$ cat src/hw/wrkel_pkg.sv
// shared constants of the wired-remote key event logger
package wrkel_pkg;
  localparam int CLK_MHZ = 200;
  localparam int TICK_MS = 32;
  localparam int TICK_CYCLES = TICK_MS * CLK_MHZ * 1000;
  localparam int DEBOUNCE_MS = 10;
  localparam int DEBOUNCE_CYCLES = DEBOUNCE_MS * CLK_MHZ * 1000;
  localparam int FIFO_DEPTH = 8;
  localparam int EVBUF_DEPTH = 2;
  localparam int CTRL_FDE_BIT = 7;
  localparam int CTRL_PDR_BIT = 6;
  localparam int CTRL_EMPTY_BIT = 5;
  localparam logic FDE_RESET = 1'b1;
  localparam logic PDR_RESET = 1'b0;
  localparam logic [4:0] CTRL_UNUSED_READ = 5'h00;
  localparam logic [7:0] KEY_RESET = 8'hff;
  localparam logic [7:0] DUR_RESET = 8'h00;
  localparam int DUR_OVF_BIT = 7;
  localparam logic [6:0] DUR_COUNT_MAX = 7'h7f;
  localparam logic [4:0] ADDR_UPPER = 5'h08;
  // arbitrary identification value
  localparam logic [7:0] ID_VALUE = 8'h3c;
  localparam logic [1:0] BYTE_ID = 2'h0;
  localparam logic [1:0] BYTE_CTRL = 2'h1;
  localparam logic [1:0] BYTE_KEY = 2'h2;
  localparam logic [1:0] BYTE_DUR = 2'h3;
endpackage : wrkel_pkg

$ cat src/hw/wrkel_evbuf.sv
// two-entry valid/ready buffer for debounced key events
`timescale 1ns/100ps
module wrkel_evbuf #(
  parameter int WIDTH = 8,
  parameter int DEPTH = wrkel_pkg::EVBUF_DEPTH
) (
  input wire logic clk_i,
  input wire logic rst_b_i,
  input wire logic in_valid_i,
  output logic in_ready_o,
  input wire logic [WIDTH-1:0] in_data_i,
  output logic out_valid_o,
  input wire logic out_ready_i,
  output logic [WIDTH-1:0] out_data_o
);
  localparam int PW = (DEPTH > 1) ? $clog2(DEPTH) : 1;
  localparam logic [PW-1:0] PTR_LAST = PW'(DEPTH - 1);
  logic [WIDTH-1:0] mem_r [DEPTH];
  logic [WIDTH-1:0] mem_nxt [DEPTH];
  logic [PW-1:0] wp_r, wp_nxt, rp_r, rp_nxt;
  logic [PW:0] cnt_r, cnt_nxt;
  logic push, pop;

  assign in_ready_o = (cnt_r != (PW+1)'(DEPTH));
  assign out_valid_o = (cnt_r != '0);
  assign out_data_o = mem_r[rp_r];
  assign push = in_valid_i && in_ready_o;
  assign pop = out_valid_o && out_ready_i;

  always_comb
  begin
    mem_nxt = mem_r;
    wp_nxt = wp_r;
    rp_nxt = rp_r;
    cnt_nxt = cnt_r;
    if (push)
    begin
      mem_nxt[wp_r] = in_data_i;
      wp_nxt = (wp_r == PTR_LAST) ? '0 : wp_r + 1'b1;
    end
    if (pop)
      rp_nxt = (rp_r == PTR_LAST) ? '0 : rp_r + 1'b1;
    if (push && !pop)
      cnt_nxt = cnt_r + 1'b1;
    else if (pop && !push)
      cnt_nxt = cnt_r - 1'b1;
  end

  always_ff @(posedge clk_i)
  begin
    if (!rst_b_i)
    begin
      wp_r <= '0;
      rp_r <= '0;
      cnt_r <= '0;
      for (int i = 0; i < DEPTH; i++)
        mem_r[i] <= '0;
    end
    else
    begin
      wp_r <= wp_nxt;
      rp_r <= rp_nxt;
      cnt_r <= cnt_nxt;
      mem_r <= mem_nxt;
    end
  end
endmodule : wrkel_evbuf

$ cat src/hw/wrkel_i2c_slave.sv
// oversampled two-wire slave: one control write, four-byte read
`timescale 1ns/100ps
module wrkel_i2c_slave (
  input wire logic clk_i,
  input wire logic rst_b_i,
  input wire logic scl_i,
  input wire logic sda_i,
  input wire logic [6:0] dev_addr_i,
  input wire logic [7:0] id_byte_i,
  input wire logic [7:0] ctrl_byte_i,
  input wire logic [7:0] key_byte_i,
  input wire logic [7:0] dur_byte_i,
  output logic sda_oe_o,
  output logic wr_stb_o,
  output logic [7:0] wr_data_o,
  output logic rd_done_o
);
  typedef enum logic [2:0] {
    S_IDLE, S_ADDR, S_ACKA, S_WRDATA, S_ACKW, S_TX, S_RACK
  } wrkel_i2c_state_t;

  wrkel_i2c_state_t state_r, state_nxt;
  logic scl_s1_r, scl_s2_r, scl_d_r, sda_s1_r, sda_s2_r, sda_d_r;
  logic [3:0] bit_r, bit_nxt;
  logic [7:0] shift_r, shift_nxt, wdata_nxt, nbyte;
  logic [1:0] idx_r, idx_nxt;
  logic rw_r, rw_nxt, ack_r, ack_nxt, oe_nxt, wstb_nxt, done_nxt;
  logic rise, fall, start, stop;

  assign rise = scl_s2_r && !scl_d_r;
  assign fall = !scl_s2_r && scl_d_r;
  // start/stop: sda moves while scl stays high
  assign start = scl_s2_r && scl_d_r && sda_d_r && !sda_s2_r;
  assign stop = scl_s2_r && scl_d_r && !sda_d_r && sda_s2_r;

  function automatic logic [7:0] sel_byte(input logic [1:0] i,
      input logic [7:0] b0, input logic [7:0] b1, input logic [7:0] b2,
      input logic [7:0] b3);
    case (i)
      wrkel_pkg::BYTE_ID: sel_byte = b0;
      wrkel_pkg::BYTE_CTRL: sel_byte = b1;
      wrkel_pkg::BYTE_KEY: sel_byte = b2;
      default: sel_byte = b3;
    endcase
  endfunction : sel_byte

  always_comb
  begin
    state_nxt = state_r;
    bit_nxt = bit_r;
    shift_nxt = shift_r;
    idx_nxt = idx_r;
    rw_nxt = rw_r;
    ack_nxt = ack_r;
    oe_nxt = sda_oe_o;
    wstb_nxt = 1'b0;
    wdata_nxt = wr_data_o;
    done_nxt = 1'b0;
    nbyte = sel_byte(idx_r + 2'h1, id_byte_i, ctrl_byte_i, key_byte_i,
      dur_byte_i);
    if (start)
    begin
      state_nxt = S_ADDR;
      bit_nxt = '0;
      oe_nxt = 1'b0;
    end
    else if (stop)
    begin
      state_nxt = S_IDLE;
      oe_nxt = 1'b0;
    end
    else
    begin
      case (state_r)
        S_ADDR, S_WRDATA:
          if (rise)
          begin
            shift_nxt = {shift_r[6:0], sda_s2_r};
            bit_nxt = bit_r + 4'h1;
          end
          else if (fall && bit_r == 4'h8)
          begin
            if (state_r == S_WRDATA)
            begin
              wstb_nxt = 1'b1;
              wdata_nxt = shift_r;
              state_nxt = S_ACKW;
              oe_nxt = 1'b1;
            end
            else if (shift_r[7:1] == dev_addr_i)
            begin
              rw_nxt = shift_r[0];
              state_nxt = S_ACKA;
              oe_nxt = 1'b1;
            end
            else
              state_nxt = S_IDLE;
          end
        S_ACKA:
          if (fall)
          begin
            bit_nxt = '0;
            if (rw_r)
            begin
              idx_nxt = wrkel_pkg::BYTE_ID;
              shift_nxt = id_byte_i;
              oe_nxt = !id_byte_i[7];
              state_nxt = S_TX;
            end
            else
            begin
              oe_nxt = 1'b0;
              state_nxt = S_WRDATA;
            end
          end
        S_ACKW:
          // further data bytes are left unacknowledged
          if (fall)
          begin
            oe_nxt = 1'b0;
            state_nxt = S_IDLE;
          end
        S_TX:
          if (rise)
            bit_nxt = bit_r + 4'h1;
          else if (fall)
          begin
            if (bit_r == 4'h8)
            begin
              oe_nxt = 1'b0;
              state_nxt = S_RACK;
            end
            else
            begin
              shift_nxt = {shift_r[6:0], 1'b0};
              oe_nxt = !shift_r[6];
            end
          end
        S_RACK:
          if (rise)
            ack_nxt = !sda_s2_r;
          else if (fall)
          begin
            if (!ack_r)
              state_nxt = S_IDLE;
            else if (idx_r == wrkel_pkg::BYTE_DUR)
            begin
              done_nxt = 1'b1;
              state_nxt = S_IDLE;
            end
            else
            begin
              idx_nxt = idx_r + 2'h1;
              shift_nxt = nbyte;
              oe_nxt = !nbyte[7];
              bit_nxt = '0;
              state_nxt = S_TX;
            end
          end
        default: ;
      endcase
    end
  end

  always_ff @(posedge clk_i)
  begin
    if (!rst_b_i)
    begin
      scl_s1_r <= 1'b1;
      scl_s2_r <= 1'b1;
      scl_d_r <= 1'b1;
      sda_s1_r <= 1'b1;
      sda_s2_r <= 1'b1;
      sda_d_r <= 1'b1;
      state_r <= S_IDLE;
      bit_r <= '0;
      shift_r <= '0;
      idx_r <= '0;
      rw_r <= 1'b0;
      ack_r <= 1'b0;
      sda_oe_o <= 1'b0;
      wr_stb_o <= 1'b0;
      wr_data_o <= '0;
      rd_done_o <= 1'b0;
    end
    else
    begin
      scl_s1_r <= scl_i;
      scl_s2_r <= scl_s1_r;
      scl_d_r <= scl_s2_r;
      sda_s1_r <= sda_i;
      sda_s2_r <= sda_s1_r;
      sda_d_r <= sda_s2_r;
      state_r <= state_nxt;
      bit_r <= bit_nxt;
      shift_r <= shift_nxt;
      idx_r <= idx_nxt;
      rw_r <= rw_nxt;
      ack_r <= ack_nxt;
      sda_oe_o <= oe_nxt;
      wr_stb_o <= wstb_nxt;
      wr_data_o <= wdata_nxt;
      rd_done_o <= done_nxt;
    end
  end
endmodule : wrkel_i2c_slave

$ cat src/hw/wrkel_logger.sv
// key event logger top: debounce, event FIFO, duration timer, control
`timescale 1ns/100ps

module wrkel_logger #(
  parameter int unsigned TICK_CYCLES = wrkel_pkg::TICK_CYCLES,
  parameter int unsigned DEBOUNCE_CYCLES = wrkel_pkg::DEBOUNCE_CYCLES,
  parameter logic [7:0] ID_VALUE = wrkel_pkg::ID_VALUE
) (
  input wire logic clk_i,
  input wire logic rst_b_i,
  input wire logic [7:0] key_code_i,
  input wire logic shutdown_pin_n_i,
  input wire logic addr_select_1_i,
  input wire logic addr_select_0_i,
  input wire logic scl_i,
  input wire logic sda_i,
  output logic sda_o,
  output logic sda_oe_o,
  output logic int_n_o,
  output logic force_drive_oe_o
);
  localparam int DEPTH = wrkel_pkg::FIFO_DEPTH;
  localparam logic [2:0] PTR_ONE = 3'h1;
  localparam logic [3:0] CNT_FULL = 4'(DEPTH);

  // pin synchronisers: stage 1 feeds stage 2 only
  logic [7:0] key_s1_r, key_s2_r;
  logic shutdown_pin_n_s1_r, shutdown_pin_n_s2_r, a1_s1_r, a1_s2_r, a0_s1_r, a0_s2_r;

  logic [7:0] cand_r, cand_nxt, stable_r, stable_nxt;
  logic [31:0] db_cnt_r, db_cnt_nxt;
  logic ev_valid_r, ev_valid_nxt;

  logic buf_in_ready, buf_out_valid, buf_out_ready;
  logic [7:0] buf_out_data;

  logic [7:0] key_r [DEPTH];
  logic [7:0] key_nxt [DEPTH];
  logic [7:0] dur_r [DEPTH];
  logic [7:0] dur_nxt [DEPTH];
  logic [2:0] wr_ptr_r, wr_ptr_nxt, rd_ptr_r, rd_ptr_nxt;
  logic [2:0] cur_ptr_r, cur_ptr_nxt;
  logic [3:0] cnt_r, cnt_nxt;
  logic active_r, active_nxt;
  logic [31:0] tick_r, tick_nxt;
  logic int_n_nxt, fde_r, fde_nxt, pdr_r, pdr_nxt, force_nxt;
  logic push, pop, tick_hit, clear, empty;
  logic wr_stb, rd_done, i2c_oe;
  logic [7:0] wr_data, ctrl_byte;

  always_ff @(posedge clk_i)
  begin
    if (!rst_b_i)
    begin
      key_s1_r <= wrkel_pkg::KEY_RESET;
      key_s2_r <= wrkel_pkg::KEY_RESET;
      shutdown_pin_n_s1_r <= 1'b1;
      shutdown_pin_n_s2_r <= 1'b1;
      a1_s1_r <= 1'b0;
      a1_s2_r <= 1'b0;
      a0_s1_r <= 1'b0;
      a0_s2_r <= 1'b0;
    end
    else
    begin
      key_s1_r <= key_code_i;
      key_s2_r <= key_s1_r;
      shutdown_pin_n_s1_r <= shutdown_pin_n_i;
      shutdown_pin_n_s2_r <= shutdown_pin_n_s1_r;
      a1_s1_r <= addr_select_1_i;
      a1_s2_r <= a1_s1_r;
      a0_s1_r <= addr_select_0_i;
      a0_s2_r <= a0_s1_r;
    end
  end

  // debounce: a code becomes an event once steady long enough
  always_comb
  begin
    cand_nxt = cand_r;
    stable_nxt = stable_r;
    db_cnt_nxt = db_cnt_r;
    ev_valid_nxt = ev_valid_r;
    if (ev_valid_r && buf_in_ready)
      ev_valid_nxt = 1'b0;
    if (key_s2_r != cand_r)
    begin
      cand_nxt = key_s2_r;
      db_cnt_nxt = '0;
    end
    else if (db_cnt_r < DEBOUNCE_CYCLES - 1)
      db_cnt_nxt = db_cnt_r + 32'h1;
    else if (cand_r != stable_r && !ev_valid_r)
    begin
      stable_nxt = cand_r;
      ev_valid_nxt = 1'b1;
    end
  end

  always_ff @(posedge clk_i)
  begin
    if (!rst_b_i)
    begin
      cand_r <= wrkel_pkg::KEY_RESET;
      stable_r <= wrkel_pkg::KEY_RESET;
      db_cnt_r <= '0;
      ev_valid_r <= 1'b0;
    end
    else
    begin
      cand_r <= cand_nxt;
      stable_r <= stable_nxt;
      db_cnt_r <= db_cnt_nxt;
      ev_valid_r <= ev_valid_nxt;
    end
  end

  // absorbs an event while the FIFO is busy popping
  wrkel_evbuf #(
    .WIDTH(8),
    .DEPTH(wrkel_pkg::EVBUF_DEPTH)
  ) u_evbuf (
    .clk_i(clk_i),
    .rst_b_i(rst_b_i),
    .in_valid_i(ev_valid_r),
    .in_ready_o(buf_in_ready),
    .in_data_i(stable_r),
    .out_valid_o(buf_out_valid),
    .out_ready_i(buf_out_ready),
    .out_data_o(buf_out_data)
  );

  assign empty = (cnt_r == 4'h0);
  assign ctrl_byte = {fde_r, pdr_r, empty,
    wrkel_pkg::CTRL_UNUSED_READ};

  wrkel_i2c_slave u_i2c (
    .clk_i(clk_i),
    .rst_b_i(rst_b_i),
    .scl_i(scl_i),
    .sda_i(sda_i),
    .dev_addr_i({wrkel_pkg::ADDR_UPPER, a1_s2_r, a0_s2_r}),
    .id_byte_i(ID_VALUE),
    .ctrl_byte_i(ctrl_byte),
    .key_byte_i(key_r[rd_ptr_r]),
    .dur_byte_i(dur_r[rd_ptr_r]),
    .sda_oe_o(i2c_oe),
    .wr_stb_o(wr_stb),
    .wr_data_o(wr_data),
    .rd_done_o(rd_done)
  );

  // power-down write, held power-down or shutdown pin wipe the FIFO
  assign clear = !shutdown_pin_n_s2_r || pdr_r ||
    (wr_stb && wr_data[wrkel_pkg::CTRL_PDR_BIT]);
  // pop stalls the event path for a cycle to keep one writer per entry
  assign buf_out_ready = !rd_done || clear;
  assign push = buf_out_valid && buf_out_ready && !clear;
  assign pop = rd_done && !empty &&
    !(active_r && cur_ptr_r == rd_ptr_r) && !clear;
  assign tick_hit = active_r && (tick_r == TICK_CYCLES - 1);

  // per-entry next values
  for (genvar g = 0; g < DEPTH; g++)
  begin : g_entry
    always_comb
    begin
      key_nxt[g] = key_r[g];
      dur_nxt[g] = dur_r[g];
      if (clear || (pop && rd_ptr_r == 3'(g)))
      begin
        key_nxt[g] = wrkel_pkg::KEY_RESET;
        dur_nxt[g] = wrkel_pkg::DUR_RESET;
      end
      else if (push && wr_ptr_r == 3'(g))
      begin
        key_nxt[g] = buf_out_data;
        dur_nxt[g] = wrkel_pkg::DUR_RESET;
      end
      else if (tick_hit && cur_ptr_r == 3'(g))
      begin
        dur_nxt[g][6:0] = dur_r[g][6:0] + 7'h1;
        dur_nxt[g][wrkel_pkg::DUR_OVF_BIT] = dur_r[g][wrkel_pkg::DUR_OVF_BIT]
          || (dur_r[g][6:0] == wrkel_pkg::DUR_COUNT_MAX);
      end
    end
  end

  always_comb
  begin
    wr_ptr_nxt = wr_ptr_r;
    rd_ptr_nxt = rd_ptr_r;
    cur_ptr_nxt = cur_ptr_r;
    cnt_nxt = cnt_r;
    active_nxt = active_r;
    tick_nxt = tick_r;
    int_n_nxt = int_n_o;
    fde_nxt = fde_r;
    pdr_nxt = pdr_r;
    if (wr_stb)
    begin
      fde_nxt = wr_data[wrkel_pkg::CTRL_FDE_BIT];
      pdr_nxt = wr_data[wrkel_pkg::CTRL_PDR_BIT];
    end
    if (rd_done)
      int_n_nxt = 1'b1;
    if (tick_hit)
      tick_nxt = '0;
    else if (active_r)
      tick_nxt = tick_r + 32'h1;
    if (clear)
    begin
      wr_ptr_nxt = '0;
      rd_ptr_nxt = '0;
      cur_ptr_nxt = '0;
      cnt_nxt = '0;
      active_nxt = 1'b0;
      tick_nxt = '0;
      int_n_nxt = 1'b1;
    end
    else
    begin
      if (pop)
      begin
        rd_ptr_nxt = rd_ptr_r + PTR_ONE;
        cnt_nxt = cnt_r - 4'h1;
      end
      if (push)
      begin
        cur_ptr_nxt = wr_ptr_r;
        wr_ptr_nxt = wr_ptr_r + PTR_ONE;
        active_nxt = 1'b1;
        tick_nxt = '0;
        int_n_nxt = 1'b0;
        if (cnt_r == CNT_FULL)
          rd_ptr_nxt = rd_ptr_r + PTR_ONE;
        else
          cnt_nxt = cnt_r + 4'h1;
      end
    end
  end

  // drive is floated by the control bit, power-down and the shutdown pin
  assign force_nxt = fde_nxt && !pdr_nxt && shutdown_pin_n_s2_r;

  always_ff @(posedge clk_i)
  begin
    if (!rst_b_i)
    begin
      for (int i = 0; i < DEPTH; i++)
      begin
        key_r[i] <= wrkel_pkg::KEY_RESET;
        dur_r[i] <= wrkel_pkg::DUR_RESET;
      end
      wr_ptr_r <= '0;
      rd_ptr_r <= '0;
      cur_ptr_r <= '0;
      cnt_r <= '0;
      active_r <= 1'b0;
      tick_r <= '0;
      int_n_o <= 1'b1;
      fde_r <= wrkel_pkg::FDE_RESET;
      pdr_r <= wrkel_pkg::PDR_RESET;
      force_drive_oe_o <= 1'b0;
      sda_oe_o <= 1'b0;
      sda_o <= 1'b0;
    end
    else
    begin
      key_r <= key_nxt;
      dur_r <= dur_nxt;
      wr_ptr_r <= wr_ptr_nxt;
      rd_ptr_r <= rd_ptr_nxt;
      cur_ptr_r <= cur_ptr_nxt;
      cnt_r <= cnt_nxt;
      active_r <= active_nxt;
      tick_r <= tick_nxt;
      int_n_o <= int_n_nxt;
      fde_r <= fde_nxt;
      pdr_r <= pdr_nxt;
      force_drive_oe_o <= force_nxt;
      // one extra flop; sda is only ever pulled low
      sda_oe_o <= i2c_oe;
      sda_o <= 1'b0;
    end
  end
endmodule : wrkel_logger

$ cat config.mk
export PLATFORM = sky130hd
export DESIGN_NAME = wrkel_logger
export DESIGN_NICKNAME = d
export VERILOG_FILES = /design/src/hw/wrkel_pkg.sv /design/src/hw/wrkel_evbuf.sv /design/src/hw/wrkel_i2c_slave.sv /design/src/hw/wrkel_logger.sv
export SDC_FILE = /design/constraint.sdc
export NUM_CORES = 1
export LEC_CHECK = 0
export BUFFER_PORTS_ARGS = -buffer_cell sky130_fd_sc_hd__buf_2
export CAP_MARGIN = 10
export CORE_AREA = 2 2 247 249
export CTS_CLUSTER_DIAMETER = 40
export DETAILED_ROUTE_END_ITERATION = 8
export DIE_AREA = 0 0 249 251
export SLEW_MARGIN = 0
export SYNTH_ARGS = -nofsm -noshare
export SYNTH_HDL_FRONTEND = slang
export SYNTH_HIERARCHICAL = 1
export SYNTH_SLANG_ARGS = --single-unit
$ cat constraint.sdc
create_clock -name clk_i -period 8.4 [get_ports clk_i]
set_input_delay 0.42 -clock clk_i [delete_from_list [all_inputs] [get_ports clk_i]]
set_output_delay 0.42 -clock clk_i [all_outputs]
set_load 0.05 [all_outputs]
==> results of run 1 <==
-- worst max-delay path: stages, from the launching register on --
cell and delay, ns:
dfxtp_1 0.38, ha_1 0.29, nand4_2 0.19, nor4_1 0.68, nand4_1 0.94, or4_1 0.77, a21oi_1 0.16
-- flip-flops by register name, indices dropped and copies added (netlist names), 8 cells and up --
name / flops
dur_r: 64
key_r: 64
db_cnt_r: 32
tick_r: 32
u_evbuf/mem_r: 16
cand_r: 8
key_s1_r: 8
key_s2_r: 8
stable_r: 8
u_i2c/shift_r: 8
-- placed cells by master (no fill, tap or decap), types with 11 or more instances in the layout --
cell type,count
conb_1,21
o31ai_1,18
nand3_1,124
nand4_1,32
dfxtp_1,299
mux2i_1,33
a31oi_1,11
and3_1,33
nand2_1,262
or4_1,16
clkbuf_16,49
or3_1,26
xor2_1,34
nand2b_1,47
and4_1,12
o21ai_0,53
ha_1,32
buf_2,17
mux4_2,32
buf_4,15
nor4_1,37
xnor2_1,46
and2_1,29
inv_1,37
a21oi_1,71
nor2_1,107
nor3_1,21
-- worst max path at each step --
stage                                start                             to  depth (start not counted)
floorplan           rd_ptr_r[0]$_SDFF_PP0_  u_i2c/shift_r[6]$_SDFFE_PN0P_                         10
global placement    tick_r[0]$_SDFFE_PP0P_          dur_r[6]$_SDFFE_PP0P_                          6
detailed placement  tick_r[0]$_SDFFE_PP0P_          dur_r[5]$_SDFFE_PP0P_                          6
CTS                 tick_r[0]$_SDFFE_PP0P_          dur_r[5]$_SDFFE_PP0P_                          6
global route        tick_r[1]$_SDFFE_PP0P_         dur_r[29]$_SDFFE_PP0P_                          6
finish              tick_r[0]$_SDFFE_PP0P_          dur_r[5]$_SDFFE_PP0P_                          6
-- power groups by stage --
stage          Sequential, mW  Clock [mW]  Combinational [mW]
6_report                 1.57        2.04               0.512
5_1_grt                  1.58        2.14               0.568
4_1_cts                  1.57        2.08               0.506
3_5_place_dp             1.60           0               0.502
3_3_place_gp             1.59           0               0.489
2_1_floorplan            1.56           0               0.391
-- timing repair --
item / in CTS / in global routing
endpoints found under the hold margin: 1 / 0
endpoints found under the setup margin: 0 / 0
hold buffers: 1 / 0
-- routing by layer --
metal,vias to the layer above,part of all wire,track usage
met1,5795,0.46,0.151
met5,-,0,0
met2,329,0.46,0.188
met4,0,0.024,0.0407
met3,65,0.058,0.0265
li1,5943,-,-
-- layout make-up --
cell class	instances	area share
Clock buffer	57	0.0766
Sequential cell	300	0.352
Multi-Input combinational cell	1252	0.471
Timing Repair Buffer	34	0.0125
Tap cell	782	0.0574
Inverter	39	0.00858
Clock inverter	31	0.0217
-- metrics by stage --
stage / area, µm² / instances / hold WS [ns] / power [mW]
after CTS: 17000 / 2493 / 0.00259 / 4.15
after detailed placement: 15400 / 2404 / 0.396 / 2.10
final: 17100 / 2495 / 0.0280 / 4.12
after floorplan: 14600 / 1690 / 0.386 / 1.96
after global placement: 15400 / 2404 / 0.400 / 2.08
after global routing: 17100 / 2495 / 0.0208 / 4.28
==> run summary, run 1 <==
status: finished, final reports clean
initial antenna violation count: 0
remaining antenna violation count after routing: 0
WL per Instance: 14.7 µm
crit path DAT: 3.99 ns
Core Area: 0.0598 mm²
# diodes: 0
Max Slew Vio Count: 0
CP Max Fanout: 28
global route overflow: 0
Remaining DRCs: 0
CTS resizes: 0
synthesized instance count: 1671
share of total power in combinational logic: 0.124
clk sinks: 300
Initial Utilization: 0.244
number of global-route vias before repair: 11801
Worst-Skew Late Latency: 0.58 ns
CTS Buffer Depth: 3
layout cells sized above 1: 0.116
Vias per Instance: 4.86
crit end category: flip-flop
crit path kind: reg2reg
worst endpoint required time: 8.90 ns
Hold Path End: key_s1_r[5]$_SDFF_PN1_
Horiz. Die Dim: 249 µm
fmax: 0.286 GHz
CTS H-tree depth: 2
1st-iter DRT viols: 882
RD Place Congestion: 0.827
largest net degree at the start of global routing: 56
CTS root buf: clkbuf_16
area of the die: 0.0625 mm²
Internal Pwr Total: 2.96 mW
I/O pin count: 19
row count: 90
CTS tree: yes
Reg clk slew, reported paths: 0.05 ns
sw frac: 0.283
setup TNS: 0 ns
chip height: 251 µm
final count of negative-setup-slack endpoints: 0
critical hold path startpoint: key_code_i[5]
worst slew pin tran: 1.14 ns
Routed Wire Length: 36600 µm
Reg2Reg Setup Slack: 4.90 ns
first-pass GRT wire length: 60600 µm
RSZ-0062 raised after global routing: no
Max-Slew Margin vs Limit: 0.241
r2r endpoint: dur_r[5]$_SDFFE_PP0P_
Tcrit/Tclk final: 0.416
dpl ws: 4.99 ns
mapped cell area: 0.0146 mm²
postcts setup bufs: 0
Hold Path Depth: 2
Setup WS post-layout: 4.90 ns
Seq. cell area: 0.00601 mm²
multi-input logic area: 0.00804 mm²
Sequential Power Share: 0.380
clock network power share: 0.496
Num CTS Buffers: 47
fin crit period: 3.50 ns
overall routing resource usage: 0.116
Vias: 12132
Area Overhead vs Synth: 17.1%
number of max-cap violations: 0
Max VDD drop: 0.146 mV
Final nets: 1721
filler instances: 6181
Leak: 6.26 nW
DP HPWL: 25200 µm
endpoints failing hold: 0
reg2reg start: tick_r[0]$_SDFFE_PP0P_
Worst setup SP type: flip-flop
IO buf count: 17
First-pass DRT Iterations: 5
YS warnings: 6
Final Util: 0.285
PD cells: 242 mW/mm²
R2R cell count: 6
worst min path class: in2reg
syn_area_per_cell: 8.72 µm²
skew final: 0.0189 ns
net switching power: 1.17 mW
No activity file was read; power rests on OpenSTA's default activity.
==> inputs of run 2 (changes only) <==
clock period = 3.6 ns   (was 8.4 ns; I/O delays follow)
==> run summary, run 2 (same netlist as run 1, synthesis figures left out) <==
share of total power in combinational logic: 0.124
worst min path class: in2reg
crit path kind: reg2reg
top flop regs: dur_r x64, key_r x64
remaining antenna violation count after routing: 0
largest net degree at the start of global routing: 40
Sequential Power Share: 0.373
first-pass GRT wire length: 61600 µm
First-pass DRT Iterations: 5
Seq. cell area: 0.00601 mm²
CTS root buf: clkbuf_16
final count of negative-setup-slack endpoints: 0
clk sinks: 300
layout cells sized above 1: 0.121
Routed Wire Length: 36700 µm
Max Slew Vio Count: 0
CP Max Fanout: 28
commonest non-fill, non-tap cells in the layout: dfxtp_1, nand2_1, nand3_1, nor2_1, a21oi_1
initial antenna violation count: 0
1st-iter DRT viols: 654
area of the die: 0.0625 mm²
RD Place Congestion: 0.831
sw frac: 0.278
most common cell after layout, fill and taps aside: dfxtp_1
Max-Slew Margin vs Limit: 0.225
RSZ-0062 raised after global routing: no
CTS tree: yes
WL per Instance: 14.6 µm
status: finished, final reports clean
fmax: 0.342 GHz
Vias per Instance: 4.87
CTS resizes: 0
Final nets: 1748
Reg2Reg Setup Slack: 0.67 ns
worst endpoint required time: 4.09 ns
Area Overhead vs Synth: 19.2%
Internal Pwr Total: 7.10 mW
chip height: 251 µm
worst slew pin tran: 1.15 ns
I/O pin count: 19
overall routing resource usage: 0.117
Reg clk slew, reported paths: 0.06 ns
Max VDD drop: 0.414 mV
Horiz. Die Dim: 249 µm
row count: 90
skew final: 0.0359 ns
Core Area: 0.0598 mm²
endpoints failing hold: 0
crit path DAT: 3.42 ns
Initial Utilization: 0.244
crit end category: flip-flop
# diodes: 0
filler instances: 6270
number of max-cap violations: 0
setup TNS: 0 ns
number of global-route vias before repair: 12054
global route overflow: 0
clock network power share: 0.504
net switching power: 2.74 mW
Leak: 6.39 nW
total power: 9.84 mW
multi-input logic area: 0.00804 mm²
Worst-Skew Late Latency: 0.60 ns
Worst setup SP type: flip-flop
Num CTS Buffers: 49
Tcrit/Tclk final: 0.813
Vias: 12299
PD cells: 567 mW/mm²
fin crit period: 2.93 ns
CTS H-tree depth: 2
DP HPWL: 25800 µm
Remaining DRCs: 0
IO buf count: 17
CTS Buffer Depth: 3
-- run 2: layout make-up --
type	count	area share
flip-flops and latches	300	0.346
multi-input cells	1252	0.463
inverters	39	0.00843
clock buffers	62	0.0769
well taps	782	0.0564
clock inverters	29	0.0242
repair buffers	59	0.0251
-- run 2: worst paths after layout --
| kind | from | endpoint | cells after the start |
|---|---|---|---|
| worst min-delay path | key_code_i[4] | key_s1_r[4]$_SDFF_PN1_ | 3 |
| worst max register to register | tick_r[0]$_SDFFE_PP0P_ | dur_r[37]$_SDFFE_PP0P_ | 6 |
| worst max-delay path | tick_r[0]$_SDFFE_PP0P_ | dur_r[37]$_SDFFE_PP0P_ | 6 |
| worst min register to register | u_i2c/scl_s1_r$_SDFF_PN1_ | u_i2c/scl_s2_r$_SDFF_PN1_ | 1 |
-- run 2: critical path, stage by stage (launching register included) --
cell     delay [ns]
dfxtp_1        0.37
ha_1           0.28
nand4_2        0.18
or4_4          0.64
or4_4          0.70
or4_1          0.51
a21oi_1        0.15
-- run 2: metal layers --
layer	wire (µm)	up-vias	GRT usage	part of all wire
li1	-	6011	-	-
met1	16700	5950	0.149	0.46
met2	17100	264	0.197	0.47
met3	1800	74	0.0229	0.049
met4	1090	0	0.0459	0.030
met5	0	-	0	0
-- run 2: what timing repair did --
item	CTS	global route
hold endpoints to repair	16	0
setup buffers	0	0
hold buffers	14	0
-- run 2: power by group through the flow --
stage | clock network, mW | registers (mW) | logic [mW]
after floorplan | 0 | 3.65 | 0.912
after global placement | 0 | 3.72 | 1.17
after detailed placement | 0 | 3.73 | 1.19
after CTS | 5.06 | 3.66 | 1.21
after global routing | 5.22 | 3.69 | 1.35
final | 4.96 | 3.67 | 1.22
-- run 2: metrics by stage --
stage | setup slack [ns] | instances | util | cell area, µm² | hold slack, ns
after global placement | 0.753 | 2418 | 0.259 | 15500 | 0.370
final | 0.673 | 2523 | 0.290 | 17400 | 0.302
after global routing | 0.515 | 2523 | 0.290 | 17400 | 0.294
after CTS | 0.671 | 2523 | 0.290 | 17400 | 0.277
after detailed placement | 0.711 | 2418 | 0.259 | 15500 | 0.373
after floorplan | 0.785 | 1690 | - | 14600 | 0.281
